**config.mk**
```make
export PLATFORM = sky130hd
export DESIGN_NAME = pse_event_flags
export DESIGN_NICKNAME = d
export VERILOG_FILES = /design/src/pse_pkg.sv /design/src/pse_port_seq.sv /design/src/pse_event_flags.sv
export VERILOG_INCLUDE_DIRS = /design/src
export SDC_FILE = /design/constraint.sdc
export NUM_CORES = 1
export LEC_CHECK = 0
export CAP_MARGIN = 5
export CORE_MARGIN = 2
export CORE_UTILIZATION = 55
export CTS_CLUSTER_SIZE = 14
export DETAILED_ROUTE_END_ITERATION = 6
export DONT_BUFFER_PORTS = 1
export GPL_TIMING_DRIVEN = 0
export PLACE_DENSITY = 0.81
export SLEW_MARGIN = 20
export SYNTH_ARGS = -nofsm -noshare
export SYNTH_HDL_FRONTEND = slang
export SYNTH_HIERARCHICAL = 1
export SYNTH_SLANG_ARGS = --single-unit
```
**constraint.sdc**
```tcl
create_clock -name clk -period 4.46 [get_ports clk]
set_input_delay 0.223 -clock clk [delete_from_list [all_inputs] [get_ports clk]]
set_output_delay 0.223 -clock clk [all_outputs]
set_load 0.03 [all_outputs]
```
**src/pse_consts.svh**
```systemverilog
// Function
// - Set limit-timeout flag after limit time exceeded
// - Set start-fault flag on turn-on faults
// - Update both flag kinds per channel independently
// - Start fault with enable-change means inrush fault
// - Otherwise log cause to power-on fault register
// - Auto mode ignores invalid discovery start faults
// - Host may repower a single dual-signature channel
// - Low class single signature: staggered channel turn-on
// - Low class fault: both off, cool-down, flags
// - High class single signature: parallel inrush, power-good
// - High class fault: both off, cool-down, flags
// - Dual signature channels run inrush independently
// - View command plain, clear command clears register
// - Clear-on-read releases the interrupt request
// - Any set bit feeds summary interrupt
// - Thermal shutdown sets flag, turns channels off
// - Below low threshold channels may restart
// - Logic supply lockout sets bit six
// - Preserved bits survive the reset pin
// - Fast shutdown disabling channels sets bit one
`ifndef PSE_CONSTS_SVH
`define PSE_CONSTS_SVH

// ----------------------------------------------------------------
// Commands
// ----------------------------------------------------------------
`define PSE_CMD_START_VIEW   8'h08
`define PSE_CMD_START_CLEAR  8'h09
`define PSE_CMD_SFE_VIEW     8'h0a
`define PSE_CMD_SFE_CLEAR    8'h0b

// ----------------------------------------------------------------
// Field positions
// ----------------------------------------------------------------
`define PSE_START_LIM_LSB    4
`define PSE_START_FAULT_LSB  0
`define PSE_SFE_THERMAL      7
`define PSE_SFE_LOGIC_UV     6
`define PSE_SFE_WARN         5
`define PSE_SFE_MAIN_UV      4
`define PSE_SFE_OVL34        3
`define PSE_SFE_OVL12        2
`define PSE_SFE_FAST_SD      1
`define PSE_SFE_MEM          0

// ----------------------------------------------------------------
// Reset values
// ----------------------------------------------------------------
`define PSE_START_RST        8'h00
`define PSE_SFE_POR_HI       4'h7
`define PSE_SFE_RST_LO       4'h0

// ----------------------------------------------------------------
// Timing
// ----------------------------------------------------------------
`define PSE_CLK_PERIOD_NS    50
`define PSE_LIMIT_TIME_US    64
`define PSE_LIMIT_CYCLES     ((`PSE_LIMIT_TIME_US * 1000 + `PSE_CLK_PERIOD_NS - 1) / `PSE_CLK_PERIOD_NS)
`define PSE_COOL_TIME_MS     1000
`define PSE_COOL_CYCLES      ((`PSE_COOL_TIME_MS * 1000000) / `PSE_CLK_PERIOD_NS)

`endif

```
**src/pse_pkg.sv**
```systemverilog
`default_nettype none

package pse_pkg;

	typedef enum logic [1:0] {
		SEQ_IDLE,
		SEQ_INRUSH,
		SEQ_POWERED,
		SEQ_COOL
	} pse_seq_state_t;

	typedef logic [24:0] pse_cool_cnt_t;
	typedef logic [15:0] pse_lim_cnt_t;

endpackage : pse_pkg
`default_nettype wire

```
**src/pse_port_seq.sv**
```systemverilog
`timescale 1ns/10ps
`default_nettype none
`include "pse_consts.svh"

module pse_port_seq #(
	parameter int unsigned COOL_CYCLES = `PSE_COOL_CYCLES
) (
	input  wire logic       clk,
	input  wire logic       resetn,
	input  wire logic       single_sig,
	input  wire logic       high_class,
	input  wire logic       port_req,
	input  wire logic [1:0] channel_power_on_command,
	input  wire logic [1:0] inrush_end,
	input  wire logic [1:0] inrush_bad,
	input  wire logic       force_off,
	output logic      [1:0] ch_en,
	output logic      [1:0] pg,
	output logic      [1:0] fault_ev,
	output logic            cooling
);

	pse_pkg::pse_seq_state_t st_r, st_nxt;
	pse_pkg::pse_cool_cnt_t  cnt_r, cnt_nxt;
	logic [1:0]              en_r, en_nxt, pg_r, pg_nxt, ev_r, ev_nxt, done_r, done_nxt;

	// ----------------------------------------------------------------
	// Port sequencing
	// ----------------------------------------------------------------
	always_comb begin
		st_nxt   = st_r;
		cnt_nxt  = cnt_r;
		en_nxt   = en_r;
		pg_nxt   = pg_r;
		ev_nxt   = 2'h0;
		done_nxt = done_r;
		case (st_r)
			pse_pkg::SEQ_IDLE: begin
				done_nxt = 2'h0;
				if (single_sig) begin
					en_nxt = 2'h0;
					pg_nxt = 2'h0;
					if (port_req && !force_off) begin
						st_nxt = pse_pkg::SEQ_INRUSH;
						en_nxt = high_class ? 2'h3 : 2'h1;
					end
				end else begin
					// Each channel stands alone; a fault never touches the partner
					for (int i = 0; i < 2; i++) begin
						if (force_off) begin
							en_nxt[i] = 1'b0;
							pg_nxt[i] = 1'b0;
						end else if (channel_power_on_command[i] && !en_r[i]) begin
							en_nxt[i] = 1'b1;
							pg_nxt[i] = 1'b0;
						end else if (en_r[i] && !pg_r[i] && inrush_end[i]) begin
							if (inrush_bad[i]) begin
								en_nxt[i] = 1'b0;
								ev_nxt[i] = 1'b1;
							end else begin
								pg_nxt[i] = 1'b1;
							end
						end
					end
				end
			end
			pse_pkg::SEQ_INRUSH: begin
				if (force_off) begin
					st_nxt = pse_pkg::SEQ_IDLE;
					en_nxt = 2'h0;
				end else if (high_class) begin
					done_nxt = done_r | inrush_end;
					if (|(inrush_end & inrush_bad)) begin
						st_nxt  = pse_pkg::SEQ_COOL;
						en_nxt  = 2'h0;
						ev_nxt  = 2'h3;
						cnt_nxt = '0;
					end else if (&(done_r | inrush_end)) begin
						st_nxt = pse_pkg::SEQ_POWERED;
						pg_nxt = 2'h3;
					end
				end else if (inrush_end[0]) begin
					if (inrush_bad[0]) begin
						st_nxt  = pse_pkg::SEQ_COOL;
						en_nxt  = 2'h0;
						ev_nxt  = 2'h3;
						cnt_nxt = '0;
					end else begin
						st_nxt = pse_pkg::SEQ_POWERED;
						en_nxt = 2'h3;
						pg_nxt = 2'h3;
					end
				end
			end
			pse_pkg::SEQ_POWERED: begin
				if (force_off || !port_req) begin
					st_nxt = pse_pkg::SEQ_IDLE;
					en_nxt = 2'h0;
					pg_nxt = 2'h0;
				end
			end
			default: begin
				cnt_nxt = cnt_r + 25'h1;
				if (cnt_r == 25'(COOL_CYCLES - 1))
					st_nxt = pse_pkg::SEQ_IDLE;
			end
		endcase
	end

	always_ff @(posedge clk or negedge resetn) begin
		if (!resetn) begin
			st_r   <= pse_pkg::SEQ_IDLE;
			cnt_r  <= '0;
			en_r   <= 2'h0;
			pg_r   <= 2'h0;
			ev_r   <= 2'h0;
			done_r <= 2'h0;
		end else begin
			st_r   <= st_nxt;
			cnt_r  <= cnt_nxt;
			en_r   <= en_nxt;
			pg_r   <= pg_nxt;
			ev_r   <= ev_nxt;
			done_r <= done_nxt;
		end
	end

	assign ch_en    = en_r;
	assign pg       = pg_r;
	assign fault_ev = ev_r;
	assign cooling  = (st_r == pse_pkg::SEQ_COOL);
endmodule : pse_port_seq
`default_nettype wire

```
**src/pse_event_flags.sv**
```systemverilog
`timescale 1ns/10ps
`default_nettype none
`include "pse_consts.svh"

module pse_event_flags #(
	parameter int unsigned COOL_CYCLES = `PSE_COOL_CYCLES
) (
	input  wire logic       clk,
	input  wire logic       resetn,
	input  wire logic       por_n,
	input  wire logic       reg_rd_en,
	input  wire logic [7:0] reg_cmd,
	output logic      [7:0] reg_rd_data,
	output logic            reg_rd_valid,
	input  wire logic       auto_mode,
	input  wire logic [1:0] single_sig,
	input  wire logic [1:0] high_class,
	input  wire logic [1:0] port_req,
	input  wire logic [3:0] channel_power_on_command,
	input  wire logic [3:0] inrush_end,
	input  wire logic [3:0] inrush_bad,
	input  wire logic [3:0] class_det_error,
	input  wire logic [3:0] power_enable_change_flag,
	input  wire logic [3:0] shutdown_code_disable,
	input  wire logic [1:0] summed_overload_ev,
	input  wire logic       program_memory_fault_ev,
	input  wire logic [3:0] at_limit_pin,
	input  wire logic       temp_high_pin,
	input  wire logic       temp_below_low_pin,
	input  wire logic       logic_uvlo_pin,
	input  wire logic       logic_warn_pin,
	input  wire logic       main_uv_pin,
	input  wire logic       fast_shutdown_pin,
	output logic      [3:0] ch_en,
	output logic      [3:0] power_good_flags,
	output logic      [3:0] inrush_fault_ev,
	output logic      [3:0] pon_fault_log,
	output logic      [1:0] port_cooling,
	output logic            start_event_pending,
	output logic            supply_event_pending,
	output logic            thermal_block
);

	localparam int unsigned LIM_CYC = `PSE_LIMIT_CYCLES;

	// ----------------------------------------------------------------
	// Pin synchronisers
	// ----------------------------------------------------------------
	logic [9:0] pin_meta_r, pin_sync_r;
	logic [3:0] at_limit_s;
	logic       temp_high_s, temp_low_s, logic_uvlo_s, logic_warn_s, main_uv_s, fast_sd_s;

	always_ff @(posedge clk or negedge resetn) begin
		if (!resetn) begin
			pin_meta_r <= 10'h000;
			pin_sync_r <= 10'h000;
		end else begin
			pin_meta_r <= {at_limit_pin, temp_high_pin, temp_below_low_pin, logic_uvlo_pin,
			               logic_warn_pin, main_uv_pin, fast_shutdown_pin};
			pin_sync_r <= pin_meta_r;
		end
	end

	assign {at_limit_s, temp_high_s, temp_low_s, logic_uvlo_s, logic_warn_s, main_uv_s, fast_sd_s} = pin_sync_r;

	// ----------------------------------------------------------------
	// Read decode
	// ----------------------------------------------------------------
	function automatic logic [1:0] pse_cmd_sel(input logic [7:0] cmd);
		// [1] supply register, [0] clear-on-read view
		if (cmd == `PSE_CMD_START_VIEW)
			pse_cmd_sel = 2'b00;
		else if (cmd == `PSE_CMD_START_CLEAR)
			pse_cmd_sel = 2'b01;
		else if (cmd == `PSE_CMD_SFE_VIEW)
			pse_cmd_sel = 2'b10;
		else if (cmd == `PSE_CMD_SFE_CLEAR)
			pse_cmd_sel = 2'b11;
		else
			pse_cmd_sel = 2'b00;
	endfunction : pse_cmd_sel

	function automatic logic pse_cmd_hit(input logic [7:0] cmd);
		pse_cmd_hit = (cmd[7:2] == 6'h02);
	endfunction : pse_cmd_hit

	logic [1:0] sel;
	logic       rd_start_clr, rd_sfe_clr;

	assign sel          = pse_cmd_sel(reg_cmd);
	assign rd_start_clr = reg_rd_en && pse_cmd_hit(reg_cmd) && sel == 2'b01;
	assign rd_sfe_clr   = reg_rd_en && pse_cmd_hit(reg_cmd) && sel == 2'b11;

	// ----------------------------------------------------------------
	// Limit timers
	// ----------------------------------------------------------------
	logic [3:0] lim_hit;

	genvar g;
	generate
		for (g = 0; g < 4; g++) begin : g_lim
			pse_pkg::pse_lim_cnt_t cnt_r, cnt_nxt;

			// Saturates at the threshold so one excursion flags once
			always_comb begin
				if (!at_limit_s[g])
					cnt_nxt = '0;
				else if (cnt_r != 16'(LIM_CYC))
					cnt_nxt = cnt_r + 16'h1;
				else
					cnt_nxt = cnt_r;
			end

			always_ff @(posedge clk or negedge resetn) begin
				if (!resetn)
					cnt_r <= '0;
				else
					cnt_r <= cnt_nxt;
			end

			assign lim_hit[g] = at_limit_s[g] && cnt_r == 16'(LIM_CYC - 1);
		end
	endgenerate

	// ----------------------------------------------------------------
	// Thermal block and port sequencers
	// ----------------------------------------------------------------
	logic       blk_r, blk_nxt;
	logic [3:0] ch_en_prev_r;
	wire  [3:0] seq_fault, seq_en, seq_pg;
	wire  [1:0] seq_cool;

	always_comb begin
		if (temp_high_s)
			blk_nxt = 1'b1;
		else if (temp_low_s)
			blk_nxt = 1'b0;
		else
			blk_nxt = blk_r;
	end

	always_ff @(posedge clk or negedge resetn) begin
		if (!resetn) begin
			blk_r        <= 1'b0;
			ch_en_prev_r <= 4'h0;
		end else begin
			blk_r        <= blk_nxt;
			ch_en_prev_r <= ch_en;
		end
	end

	assign thermal_block    = blk_r;
	assign ch_en            = seq_en;
	assign power_good_flags = seq_pg;
	assign port_cooling     = seq_cool;

	generate
		for (g = 0; g < 2; g++) begin : g_port
			pse_port_seq #(
				.COOL_CYCLES (COOL_CYCLES)
			) u_seq (
				.clk                      (clk),
				.resetn                   (resetn),
				.single_sig               (single_sig[g]),
				.high_class               (high_class[g]),
				.port_req                 (port_req[g]),
				.channel_power_on_command (channel_power_on_command[2*g+1:2*g]),
				.inrush_end               (inrush_end[2*g+1:2*g]),
				.inrush_bad               (inrush_bad[2*g+1:2*g]),
				.force_off                (blk_r),
				.ch_en                    (seq_en[2*g+1:2*g]),
				.pg                       (seq_pg[2*g+1:2*g]),
				.fault_ev                 (seq_fault[2*g+1:2*g]),
				.cooling                  (seq_cool[g])
			);
		end
	endgenerate

	// ----------------------------------------------------------------
	// Start and limit flags
	// ----------------------------------------------------------------
	logic [3:0] st_set, ch_off;
	logic [7:0] start_r, start_nxt, start_clr;
	logic [3:0] inrush_r, inrush_nxt, ponlog_r, ponlog_nxt;

	assign ch_off = ch_en_prev_r & ~ch_en;

	always_comb begin
		st_set     = seq_fault | (auto_mode ? 4'h0 : class_det_error);
		start_clr  = (rd_start_clr ? start_r : 8'h00) | {ch_off, ch_off};
		// Set wins over any clear landing in the same cycle
		start_nxt  = (start_r & ~start_clr) | {lim_hit, st_set};
		inrush_nxt = st_set & power_enable_change_flag;
		ponlog_nxt = st_set & ~power_enable_change_flag;
	end

	always_ff @(posedge clk or negedge resetn) begin
		if (!resetn) begin
			start_r  <= `PSE_START_RST;
			inrush_r <= 4'h0;
			ponlog_r <= 4'h0;
		end else begin
			start_r  <= start_nxt;
			inrush_r <= inrush_nxt;
			ponlog_r <= ponlog_nxt;
		end
	end

	assign inrush_fault_ev = inrush_r;
	assign pon_fault_log   = ponlog_r;

	// ----------------------------------------------------------------
	// Supply_fault_event_clear flags
	// ----------------------------------------------------------------
	logic [7:0] sfe_r, sfe_set, sfe_clr, sfe_nxt;
	logic [3:0] sfe_hi_r, sfe_lo_r;
	logic       fast_sd_set;

	always_comb begin
		fast_sd_set = (fast_sd_s && |ch_en) || |(shutdown_code_disable & ch_en);
		sfe_set  = {temp_high_s, logic_uvlo_s, logic_warn_s, main_uv_s,
		            summed_overload_ev[1], summed_overload_ev[0], fast_sd_set, program_memory_fault_ev};
		sfe_clr  = rd_sfe_clr ? sfe_r : 8'h00;
		// Lockout flag cannot be cleared while the main supply is still low
		if (main_uv_s)
			sfe_clr[`PSE_SFE_LOGIC_UV] = 1'b0;
		sfe_nxt  = (sfe_r & ~sfe_clr) | sfe_set;
	end

	// Upper bits only return to their power-up value on power-on reset
	always_ff @(posedge clk or negedge por_n) begin
		if (!por_n)
			sfe_hi_r <= `PSE_SFE_POR_HI;
		else
			sfe_hi_r <= sfe_nxt[7:4];
	end

	always_ff @(posedge clk or negedge resetn) begin
		if (!resetn)
			sfe_lo_r <= `PSE_SFE_RST_LO;
		else
			sfe_lo_r <= sfe_nxt[3:0];
	end

	assign sfe_r                = {sfe_hi_r, sfe_lo_r};
	assign start_event_pending  = |start_r;
	assign supply_event_pending = |sfe_r;

	// ----------------------------------------------------------------
	// Read data
	// ----------------------------------------------------------------
	logic [7:0] rd_data_r, rd_data_nxt;
	logic       rd_valid_r;

	always_comb begin
		if (!pse_cmd_hit(reg_cmd))
			rd_data_nxt = 8'h00;
		else if (sel[1])
			rd_data_nxt = sfe_r;
		else
			rd_data_nxt = start_r;
	end

	always_ff @(posedge clk or negedge resetn) begin
		if (!resetn) begin
			rd_data_r  <= 8'h00;
			rd_valid_r <= 1'b0;
		end else begin
			rd_data_r  <= reg_rd_en ? rd_data_nxt : rd_data_r;
			rd_valid_r <= reg_rd_en;
		end
	end

	assign reg_rd_data  = rd_data_r;
	assign reg_rd_valid = rd_valid_r;
endmodule : pse_event_flags
`default_nettype wire

```
==> metrics.md, run 1 <==
| Metric | Value |
|---|---|
| Fraction of synthesized area in multiplexers | `0.0115` |
| Average wire length per cell after detail routing | `16.2 um` |
| Worst Path Arrival | `2.68 ns` |
| Starting density of the core | `0.560` |
| CP Capture Type | `flop` |
| Tightest Hold Check Type | `input pin to async pin` |
| Clock-pin slew reported for the worst setup and hold paths after clock tree synthesis | `0.07 ns` |
| Count of pins over their slew limit | `0` |
| Number of gates resized after cts | `0` |
| Kind of critical path | `flop to flop` |
| Peak fanout along the critical path | `10` |
| Fraction of layout instances using a drive strength above 1 | `0.0661` |
| Largest net degree at the start of global routing | `189` |
| Count of input and output buffers | `0` |
| Antenna violations before repair | `0` |
| Post-Route WL | `20,500 um` |
| Comb pwr share | `0.138` |
| Count of distinct cell types in the synthesized netlist | `69` |
| Number of clock sinks | `192` |
| Crit path setup slack, layout | `2.08 ns` |
| Number of design rule violations left after detail routing | `0` |
| DP Wirelength | `14,100 um` |
| Final estimated routing congestion in global placement | `0.970` |
| Global-route usage over all layers | `0.235` |
| Area contributors post-synth | `sky130_fd_sc_hd__dfrtp_1, sky130_fd_sc_hd__xnor2_1, sky130_fd_sc_hd__nor2_1, sky130_fd_sc_hd__xor2_1, sky130_fd_sc_hd__nand2_1` |
| Max Freq | `0.420 GHz` |
| Number of buffers created by CTS | `17` |
| Fraction of synthesized cell area taken by the top area cell type | `0.490` |
| Post-CTS repair timing setup buffer count | `0` |
| Placement-stage worst setup slack | `2.11 ns` |
| Number of hold buffers added after cts | `29` |
| Area share of xor/xnor cells in the synthesized design | `0.0825` |
| First-pass GRT wire length | `35,000 um` |
| Tmin final | `2.38 ns` |
| Share of power burned in the clock network | `0.382` |
| Critical Path Slowest Stage Cell | `sky130_fd_sc_hd__dfrtp_1` |
| CTS tree | `yes` |
| Sequential cell area | `4810 um^2` |
| Antenna diodes | `0` |
| Final worst path period share | `0.534` |
| Startpoint type of the worst setup path | `flop` |
| Data required time at the worst endpoint | `4.76 ns` |
| Failing checks | `hold timing` |
| Layout Cell Area excl Fill | `10,900 um^2` |
| Max VDD drop | `0.459 mV` |
| Most instantiated cells after synthesis | `sky130_fd_sc_hd__dfrtp_1, sky130_fd_sc_hd__nor2_1, sky130_fd_sc_hd__nand2_1` |
| Mean instance size in the synthesized netlist | `9.82 um^2` |
| Dpl cell area | `9940 um^2` |
| Setup TNS after final layout | `0 ns` |
| Number of warnings issued by yosys | `6` |
| Level count of the clock H-tree | `4` |
| Remaining number of nets flagged by the antenna check after routing | `0` |
| Maximum cell stage delay along the critical path | `0.58 ns` |
| Final setup violation count | `0` |
| Max_cap viols | `0` |
| Routed vias/inst | `5.82` |
| Count leader, synth | `sky130_fd_sc_hd__dfrtp_1` |
| Clock Root Buffer | `sky130_fd_sc_hd__clkbuf_16` |
| Max transition margin | `0.555` |
| Total number of vias | `7,381` |
| P&R area growth vs syn | `12.5%` |
| Share of synthesized registers carrying an async set or reset | `1.00` |
| Internal cell power | `3.09 mW` |
| Dominant synthesized flop cell | `sky130_fd_sc_hd__dfrtp_1` |
| DRC violation total after the first TritonRoute iteration | `493` |
| Final number of hold-violating endpoints | `188` |
| Number of search-and-repair iterations in the first detailed-routing pass | `4` |
| Number of cells traversed by the worst register-to-register path | `6` |
| Area fraction in compound gates after synthesis | `0.0919` |
| Leakage power | `4.59 nW` |
| Setup repair after global routing missed its margin | `no` |
| Layout Skew | `0.00885 ns` |
| Clock buffer depth | `2` |
| Total area of multi-input combinational cells | `4580 um^2` |
| Mapped Cells | `983` |
| Final global-route overflow total | `0` |
| Cell-by-cell trace of the critical path | `clkbuf_1, nand2b_1, a21oi_1, and2_0, clkbuf_1, nor2_1` |
| Synth Net Count | `1,057` |
| Share of the core filled with cells in the final layout | `0.631` |
| Top Ports | `86` |
| Clock network latency to the later pin of the worst-skew pair | `0.43 ns` |
| Core region area | `17,200 um^2` |
| CP most frequent cell | `sky130_fd_sc_hd__clkbuf_1` |
| Synth Cell Area | `9660 um^2` |
| Number of filler cells placed in the layout | `1,328` |
| Flop pwr share | `0.480` |
| Startpoint of the worst-slack reg-to-reg timing path | `thermal_block` |
| Via count of the first global-routing pass | `7,124` |
| EDFF count, synth | `0` |
| Family with the most delay on the worst path | `buffers and inverters` |
| Nets@finish | `1,105` |
| Run status | `complete, but fails checks` |
| Number of rows created at floorplan | `48` |
| Simple-gate portion of the synthesized area | `0.265` |
| Hold_ws | `-0.518 ns` |
| Switching part of the total | `0.281` |
| Buffer and inverter count on the worst path | `2` |
| Cell type with the highest aggregate area in the netlist | `sky130_fd_sc_hd__dfrtp_1` |
| Net Switching | `1.21 mW` |
| Terminus of the critical flop-to-flop path | `g_port[0].u_seq/cnt_r[2]` |
| Post-route total power | `4.29 mW` |
| Die Y | `137 um` |
| Share of synthesized area occupied by flip-flops and latches | `0.498` |
| Power density over the cells | `395 nW/um^2` |
| Width of the chip | `137 um` |
| Die footprint | `18,600 um^2` |
| Worst reg2reg setup slack | `2.08 ns` |
| Adder-cell area share of the yosys netlist | `0.0233` |
| Pin slew with the least headroom to its limit | `0.667 ns` |
| Largest family of logic cells by synthesized area | `simple AND/OR/NAND/NOR gates` |
| Number of register bits inferred by synthesis | `192` |
worst max-delay path by stage:
| stage | endpoint | depth (start not counted) | start |
|---|---|---|---|
| final | g_port[0].u_seq/cnt_r[2] | 6 | thermal_block |
| after global placement | g_port[0].u_seq/cnt_r[2] | 6 | thermal_block |
| after detailed placement | g_port[0].u_seq/cnt_r[23] | 6 | thermal_block |
| after floorplan | g_port[0].u_seq/cnt_r[24] | 7 | g_port[0].u_seq/st_r[0] |
| after CTS | g_port[0].u_seq/cnt_r[3] | 6 | thermal_block |
| after global routing | g_port[0].u_seq/cnt_r[3] | 6 | thermal_block |
through the flow:
stage	std cells	hold WS [ns]
floorplan	983	-0.0726
global placement	1208	-0.0720
detailed placement	1208	-0.0720
CTS	1269	-0.531
global route	1269	-0.547
finish	1269	-0.518
power groups by stage:
| stage | Clock [mW] | Sequential [mW] | Combinational (mW) |
|---|---|---|---|
| 2_1_floorplan | 0 | 2.04 | 0.451 |
| 3_3_place_gp | 0 | 2.09 | 0.539 |
| 3_5_place_dp | 0 | 2.09 | 0.563 |
| 4_1_cts | 1.67 | 2.06 | 0.592 |
| 5_1_grt | 1.76 | 2.08 | 0.670 |
| 6_report | 1.64 | 2.06 | 0.593 |
final cells by class:
cell class | count | share of cell area
buffer | 23 | 0.00875
clock buffer | 21 | 0.0424
clock inverter | 11 | 0.0165
inverter | 46 | 0.0159
multi-input combinational | 722 | 0.421
sequential | 192 | 0.442
tap | 225 | 0.0259
timing repair buffer | 29 | 0.0267
cells in the final DEF, fill, tap and decap left out, drive strengths merged, types with 4 or more instances in the layout:
cell,count
nand4b,4
and3,16
a21oi,34
dlygate4sd3,29
nor3,22
nand4,31
clkbuf,36
clkinv,4
nor4,38
buf,8
ha,18
xor2,44
nand3b,6
mux2i,10
a31oi,9
or3,10
nor3b,4
and2,27
o22ai,11
nand3,58
a21boi,8
o31ai,4
or4,10
bufinv,4
nand2,79
nor2b,9
inv,48
nor4b,9
a21o,11
xnor2,47
o21ai,38
dfrtp,189
nand2b,16
and4,7
nor4bb,5
nor2,105
cells by family after synthesis:
| family | after synthesis |
|---|---|
| DFF | 192 |
| and+or+nand+nor | 465 |
| buffers and inverters | 69 |
| adders and majority gates | 18 |
| AOI/OAI and AO/OA | 137 |
| muxes | 11 |
| xor gates and xnor gates | 91 |
state kept, by name, summed over array words and instances (netlist names), 8 cells and up:
signal / cells
pin_meta_r: 10
pin_sync_r: 10
g_lim.cnt_r: 64
reg_rd_data: 8
start_r: 8
g_port.u_seq/cnt_r: 50
per-layer routing:
layer / part of all wire / vias up / GRT usage
met2: 0.47 / 187 / 0.373
met3: 0.050 / 30 / 0.0574
met4: 0.018 / 0 / 0.0573
met1: 0.46 / 3597 / 0.326
li1: - / 3567 / -
met5: 0 / - / 0
Power figures use the tool's default switching activity.
==> inputs of run 2 (changes only) <==
==> constraint.sdc (replaced) <==
create_clock -name clk -period 2.3 [get_ports clk]
set_input_delay 0.115 -clock clk [delete_from_list [all_inputs] [get_ports clk]]
set_output_delay 0.115 -clock clk [all_outputs]
set_load 0.03 [all_outputs]
==> run 2 against run 1 <==
- the flow still finishes with violations (hold timing)
- critical path type unchanged
- critical endpoint is now g_port[0].u_seq/cnt_r[20]
- wire length grew 1.2%
- die area stayed put
- non-clock buffer count is 16 higher
==> metrics.md, run 2 (synthesis results as in run 1) <==
| Metric | Value |
|---|---|
| Max VDD drop | `0.893 mV (+94%)` |
| Layout Cell Area excl Fill | `11,000 um^2 (+1.7%)` |
| Switching part of the total | `0.282 (+0.00122)` |
| CTS tree | `yes` |
| Hold_ws | `-0.628 ns (-0.110 ns)` |
| Final worst path period share | `0.966 (+0.432)` |
| Number of search-and-repair iterations in the first detailed-routing pass | `5 (+1)` |
| Clock-pin slew reported for the worst setup and hold paths after clock tree synthesis | `0.07 ns (about the same)` |
| Dpl cell area | `9940 um^2 (unchanged)` |
| Post-Route WL | `20,700 um (+1.2%)` |
| Global-route usage over all layers | `0.235 (+0.000401)` |
| Number of design rule violations left after detail routing | `0 (unchanged)` |
| Number of buffers created by CTS | `17 (unchanged)` |
| Number of cells after detailed placement | `1,208 (unchanged)` |
| Clock buffer depth | `2 (unchanged)` |
| Final setup violation count | `0 (unchanged)` |
| Routed vias/inst | `5.81 (-0.17%)` |
| Comb pwr share | `0.147 (+0.009)` |
| Number of clock sinks | `192 (unchanged)` |
| Die Y | `137 um (unchanged)` |
| Most common cell after layout, fill and taps aside | `sky130_fd_sc_hd__dfrtp_1` |
| Final number of hold-violating endpoints | `188 (unchanged)` |
| Leakage power | `4.69 nW (+2.3%)` |
| Nets@finish | `1,121 (+1.4%)` |
| Number of standard cells in the final layout excluding fillers | `1,285 (+1.3%)` |
| Top Ports | `86 (unchanged)` |
| Clock Root Buffer | `sky130_fd_sc_hd__clkbuf_16` |
| Run status | `complete, but fails checks` |
| Pin slew with the least headroom to its limit | `0.663 ns (-0.00390 ns)` |
| Tmin final | `2.22 ns (-0.161 ns)` |
| Level count of the clock H-tree | `4 (unchanged)` |
| Count of input and output buffers | `0 (unchanged)` |
| Width of the chip | `137 um (unchanged)` |
| Max FFs per register | `64 (unchanged)` |
| Flop pwr share | `0.474 (-0.006)` |
| Count of pins over their slew limit | `0 (unchanged)` |
| Max_cap viols | `0 (unchanged)` |
| Final estimated routing congestion in global placement | `0.970 (unchanged)` |
| Commonest cells after routing, fill and taps aside | `sky130_fd_sc_hd__dfrtp_1, sky130_fd_sc_hd__nor2_1, sky130_fd_sc_hd__nand2_1` |
| Remaining number of nets flagged by the antenna check after routing | `0 (unchanged)` |
| Peak fanout along the critical path | `7 (-3)` |
| Net Switching | `2.38 mW (+97%)` |
| Power density over the cells | `762 nW/um^2 (+93%)` |
| Startpoint type of the worst setup path | `flop` |
| DP Wirelength | `14,100 um (unchanged)` |
| Total number of vias | `7,461 (+1.1%)` |
| CP Capture Type | `flop` |
| P&R area growth vs syn | `14.4%` |
| Clock network latency to the later pin of the worst-skew pair | `0.43 ns (about the same)` |
| Fraction of layout instances using a drive strength above 1 | `0.0821 (+0.0160)` |
| Max Freq | `0.450 GHz (+7.2%)` |
| Layout Skew | `0.00803 ns (-0.000816 ns)` |
| Kind of critical path | `flop to flop` |
| DRC violation total after the first TritonRoute iteration | `443 (-10%)` |
| Core region area | `17,200 um^2 (unchanged)` |
| Number of filler cells placed in the layout | `1,313 (-1.1%)` |
| Antenna diodes | `0 (unchanged)` |
| Final global-route overflow total | `0 (unchanged)` |
| Die footprint | `18,600 um^2 (unchanged)` |
| Largest reg by FF count | `g_lim.cnt_r` |
| Share of power burned in the clock network | `0.379 (-0.003)` |
| Starting density of the core | `0.560 (unchanged)` |
| Tightest Hold Check Type | `input pin to async pin` |
| Internal cell power | `6.04 mW (+96%)` |
| Number of rows created at floorplan | `48 (unchanged)` |
| Via count of the first global-routing pass | `7,163 (+0.55%)` |
| Failing checks | `hold timing` |
| Data required time at the worst endpoint | `2.67 ns (-2.09 ns)` |
| Antenna violations before repair | `0 (unchanged)` |
| Max transition margin | `0.558 (+0.00260)` |
| Largest registers ranked by flip-flop count | `g_lim.cnt_r: 64 flops, g_port.u_seq/cnt_r: 50 flops` |
| First-pass GRT wire length | `35,100 um (+0.31%)` |
| Average wire length per cell after detail routing | `16.1 um (about the same)` |
| Largest net degree at the start of global routing | `189 (unchanged)` |
| Worst Path Arrival | `2.60 ns (-0.08 ns)` |
| Number of hold buffers added after cts | `38 (+31%)` |
[run 2: changes by cell type in the layout (fill, tap and decap cells not counted), sizes merged]
cell         change
buf              +6
dlygate4sd3      +9
clkbuf           +1
[run 2: worst paths after layout]
path | from | to | slack [ns] | depth (start not counted)
worst max-delay path | g_port[0].u_seq/st_r[1] | g_port[0].u_seq/cnt_r[20] | 0.08 | 7
worst min-delay path | resetn | g_lim[3].cnt_r[15] | -0.63 | 0
worst max register to register | g_port[0].u_seq/st_r[1] | g_port[0].u_seq/cnt_r[20] | 0.08 | 7
worst min register to register | pin_meta_r[0] | pin_sync_r[0] | 0.35 | 0
max in group asynchronous | por_n | sfe_hi_r[2] | 1.54 | 2
min in group clk | shutdown_code_disable[1] | sfe_lo_r[1] | 0.01 | 3
[run 2: critical path, stage by stage (launching register included)]
cell                       delay (ns)
sky130_fd_sc_hd__dfrtp_1         0.40
sky130_fd_sc_hd__buf_4           0.15
sky130_fd_sc_hd__ha_4            0.17
sky130_fd_sc_hd__a211o_1         0.33
sky130_fd_sc_hd__a311oi_4        0.44
sky130_fd_sc_hd__nand3_4         0.16
sky130_fd_sc_hd__or4_4           0.44
sky130_fd_sc_hd__nand2_1         0.08
[run 2: timing repair]
item,CTS,global route
pin swaps,2,5
setup buffers,1,6
endpoints found under the hold margin,233,188
endpoints found under the setup margin,38,50
gates resized for setup,4,10
[run 2: layer usage]
metal,routed length (um),global-route usage,up-vias,part of all wire
met4,401,0.0590,0,0.019
met1,9630,0.326,3635,0.46
li1,-,-,3605,-
met5,0,0,-,0
met3,931,0.0574,38,0.045
met2,9790,0.374,183,0.47
[run 2: metrics by stage]
stage / power [mW] / worst slack [ns] / setup TNS, ns / util
2_1_floorplan: 4.83 / 0.203 / 0 / -
3_3_place_gp: 5.09 / -0.0739 / -0.607 / 0.577
3_5_place_dp: 5.14 / -0.0542 / -0.526 / 0.577
4_1_cts: 8.39 / 0.0109 / 0 / 0.636
5_1_grt: 8.81 / -0.00380 / -0.00380 / 0.641
6_report: 8.42 / 0.0780 / 0 / 0.641
[run 2: layout make-up]
type | count | area (um^2) | area share
repair buffers | 45 | 433 | 0.0392
multi-input cells | 722 | 4610 | 0.417
clock buffers | 21 | 460 | 0.0417
flip-flops and latches | 192 | 4810 | 0.435
well taps | 225 | 282 | 0.0255
clock inverters | 11 | 179 | 0.0162
inverters | 46 | 173 | 0.0156
plain buffers | 23 | 104 | 0.00940
[run 2: power by group through the flow]
stage	Combinational [mW]	Clock, mW	Sequential, mW
2_1_floorplan	0.875	0	3.95
3_3_place_gp	1.05	0	4.05
5_1_grt	1.39	3.40	4.02
4_1_cts	1.16	3.24	3.99
6_report	1.24	3.19	3.99
3_5_place_dp	1.09	0	4.05
==> inputs of run 3 (changes only) <==
--- a/config.mk
+++ b/config.mk
@@ -7,13 +7,15 @@
 export NUM_CORES = 1
 export LEC_CHECK = 0
 export CAP_MARGIN = 5
+export CELL_PAD_IN_SITES_DETAIL_PLACEMENT = 0
+export CELL_PAD_IN_SITES_GLOBAL_PLACEMENT = 1
 export CORE_MARGIN = 2
-export CORE_UTILIZATION = 55
+export CORE_UTILIZATION = 50
 export CTS_CLUSTER_SIZE = 14
 export DETAILED_ROUTE_END_ITERATION = 6
 export DONT_BUFFER_PORTS = 1
 export GPL_TIMING_DRIVEN = 0
-export PLACE_DENSITY = 0.81
+export PLACE_DENSITY = 0.91
 export SLEW_MARGIN = 20
 export SYNTH_ARGS = -nofsm -noshare
 export SYNTH_HDL_FRONTEND = slang
==> run 3 against run 2 <==
- the run still ends with hold timing left
- critical path type unchanged
- die area up 9.7%
- largest cell class unchanged
- final area is 0.21% lower
- power is 4.2% lower
- utilization down 5.6 points
- wire length increased by 2.4%
- cell count up 2.9%
- sequential share of layout area up 0.094 points
- sequential power is essentially flat
==> metrics.md, run 3 (synthesis results as in run 1) <==
| Metric | Value |
|---|---|
| Core region area | `18,800 um^2 (+9.2%)` |
| Layout Skew | `0.00735 ns (-0.000687 ns)` |
| Most common cell after layout, fill and taps aside | `sky130_fd_sc_hd__dfrtp_1` |
| DRC violation total after the first TritonRoute iteration | `479 (+8.1%)` |
| Count of input and output buffers | `0 (unchanged)` |
| Final global-route overflow total | `0 (unchanged)` |
| Number of design rule violations left after detail routing | `0 (unchanged)` |
| Placement-stage worst setup slack | `-0.0869 ns (-0.0327 ns)` |
| Hold_ws | `-0.626 ns (+0.00196 ns)` |
| Sequential cell area | `4810 um^2 (unchanged)` |
| Largest registers ranked by flip-flop count | `g_lim.cnt_r: 64 flops, g_port.u_seq/cnt_r: 50 flops` |
| Average wire length per cell after detail routing | `16.1 um (-0.49%)` |
| Via count of the first global-routing pass | `7,330 (+2.3%)` |
| Data required time at the worst endpoint | `2.67 ns (about the same)` |
| Setup TNS after final layout | `0 ns (unchanged)` |
| Max VDD drop | `0.697 mV (-22%)` |
| Power density over the cells | `732 nW/um^2 (-4.0%)` |
| Number of hold buffers added after cts | `39 (+2.6%)` |
| Pin slew with the least headroom to its limit | `0.708 ns (+0.0440 ns)` |
| Run status | `complete, but fails checks` |
| Largest net degree at the start of global routing | `189 (unchanged)` |
| CP Capture Type | `flop` |
| Total area of multi-input combinational cells | `4590 um^2 (-0.35%)` |
| First-pass GRT wire length | `36,000 um (+2.6%)` |
| Number of buffers created by CTS | `17 (unchanged)` |
| Total number of vias | `7,442 (-0.25%)` |
| Commonest cells after routing, fill and taps aside | `sky130_fd_sc_hd__dfrtp_1, sky130_fd_sc_hd__nor2_1, sky130_fd_sc_hd__nand2_1` |
| Starting density of the core | `0.513 (-0.0474)` |
| Number of clock sinks | `192 (unchanged)` |
| Number of filler cells placed in the layout | `1,583 (+21%)` |
| Max Freq | `0.461 GHz (+2.4%)` |
| Global-route usage over all layers | `0.219 (-0.0162)` |
| P&R area growth vs syn | `14.2%` |
| Remaining number of nets flagged by the antenna check after routing | `0 (unchanged)` |
| Top Ports | `86 (unchanged)` |
| Final setup violation count | `0 (unchanged)` |
| Tightest Hold Check Type | `input pin to async pin` |
| Final estimated routing congestion in global placement | `0.864 (-11%)` |
| Die Y | `143 um (+4.7%)` |
| Dpl cell area | `9980 um^2 (+0.44%)` |
| Post-Route WL | `21,200 um (+2.4%)` |
| Final number of hold-violating endpoints | `188 (unchanged)` |
| Crit path setup slack, layout | `0.130 ns (+0.0516 ns)` |
| DP Wirelength | `14,600 um (+3.6%)` |
| Nets@finish | `1,122 (+0.089%)` |
| Max transition margin | `0.526 (-0.0315)` |
| Share of the core filled with cells in the final layout | `0.586 (-0.0555)` |
| Worst Path Arrival | `2.54 ns (-0.06 ns)` |
| CTS tree | `yes` |
| Failing checks | `hold timing` |
| Fraction of layout instances using a drive strength above 1 | `0.0820 (about the same)` |
| Clock buffer depth | `2 (unchanged)` |
| Number of rows created at floorplan | `50 (+4.2%)` |
| Post-route total power | `8.07 mW (-4.2%)` |
| Clock network latency to the later pin of the worst-skew pair | `0.43 ns (about the same)` |
| Leakage power | `4.66 nW (-0.58%)` |
| Die footprint | `20,400 um^2 (+9.7%)` |
| Width of the chip | `143 um (+4.7%)` |
| Clock Root Buffer | `sky130_fd_sc_hd__clkbuf_16` |
| Peak fanout along the critical path | `7 (unchanged)` |
| Antenna violations before repair | `1 (+1)` |
| Clock-pin slew reported for the worst setup and hold paths after clock tree synthesis | `0.07 ns (about the same)` |
| Max FFs per register | `64 (unchanged)` |
| Level count of the clock H-tree | `4 (unchanged)` |
| Startpoint type of the worst setup path | `flop` |
| Tmin final | `2.17 ns (-0.0516 ns)` |
| Count of pins over their slew limit | `0 (unchanged)` |
| Max_cap viols | `0 (unchanged)` |
| Kind of critical path | `flop to flop` |
| Number of standard cells in the final layout excluding fillers | `1,322 (+2.9%)` |
| Largest reg by FF count | `g_lim.cnt_r` |
| Number of cells after detailed placement | `1,243 (+2.9%)` |
| Number of search-and-repair iterations in the first detailed-routing pass | `4 (-1)` |
| Layout Cell Area excl Fill | `11,000 um^2 (-0.21%)` |
| Routed vias/inst | `5.63 (-3.0%)` |
| Final worst path period share | `0.944 (-0.0224)` |
-- run 3: changes by cell type in the layout (fill, tap and decap cells not counted), sizes merged --
| cell | delta |
|---|---|
| diode | +1 |
| dlygate4sd3 | +1 |
| clkinvlp | +1 |
| clkbuf | -4 |
| bufinv | -3 |
| inv | +6 |
-- run 3: worst paths after layout --
kind | cells past startpoint | endpoint | from | slack (ns)
worst max-delay path | 7 | g_port[0].u_seq/cnt_r[20] | g_port[0].u_seq/st_r[1] | 0.13
worst min-delay path | 0 | g_lim[3].cnt_r[2] | resetn | -0.63
worst max register to register | 7 | g_port[0].u_seq/cnt_r[20] | g_port[0].u_seq/st_r[1] | 0.13
worst min register to register | 0 | pin_sync_r[1] | pin_meta_r[1] | 0.35
max in group asynchronous | 2 | sfe_hi_r[1] | por_n | 1.56
min in group clk | 4 | g_port[0].u_seq/st_r[1] | single_sig[0] | 0.03
-- run 3: critical path: stages, from the launching register on --
cell,delay [ns]
sky130_fd_sc_hd__dfrtp_1,0.39
sky130_fd_sc_hd__inv_1,0.08
sky130_fd_sc_hd__ha_1,0.21
sky130_fd_sc_hd__a211o_1,0.32
sky130_fd_sc_hd__a311oi_4,0.38
sky130_fd_sc_hd__nand3_4,0.15
sky130_fd_sc_hd__or4_1,0.50
sky130_fd_sc_hd__nand2_1,0.07
-- run 3: layout make-up --
class / count / area share
Sequential cell: 192 / 0.436
Multi-Input combinational cell: 722 / 0.417
Timing Repair Buffer: 46 / 0.0402
Clock buffer: 17 / 0.0386
Tap cell: 260 / 0.0295
Inverter: 46 / 0.0157
Clock inverter: 15 / 0.0134
Buffer: 23 / 0.00965
Antenna cell: 1 / 0.000227
-- run 3: where the power goes --
part | switching, mW | leakage [nW] | internal [mW]
Sequential | 0.374 | 2.47 | 3.61
Combinational | 0.685 | 1.92 | 0.516
Clock | 1.35 | 0.279 | 1.53
Total | 2.41 | 4.66 | 5.66
-- run 3: routing by layer --
metal  up-vias  track usage  part of all wire
met4         0       0.0568             0.014
met2       173        0.360              0.48
met3        20       0.0446             0.044
met1      3654        0.298              0.46
li1       3595            -                 -
met5         -            0                 0
-- run 3: timing repair --
| item | 4_1_cts | 5_1_grt |
|---|---|---|
| endpoints found under the hold margin | 228 | 188 |
| resized for setup | 2 | 13 |
| setup buffers | 1 | 6 |
| setup endpoints to repair | 43 | 51 |
| pin swaps | 2 | 1 |
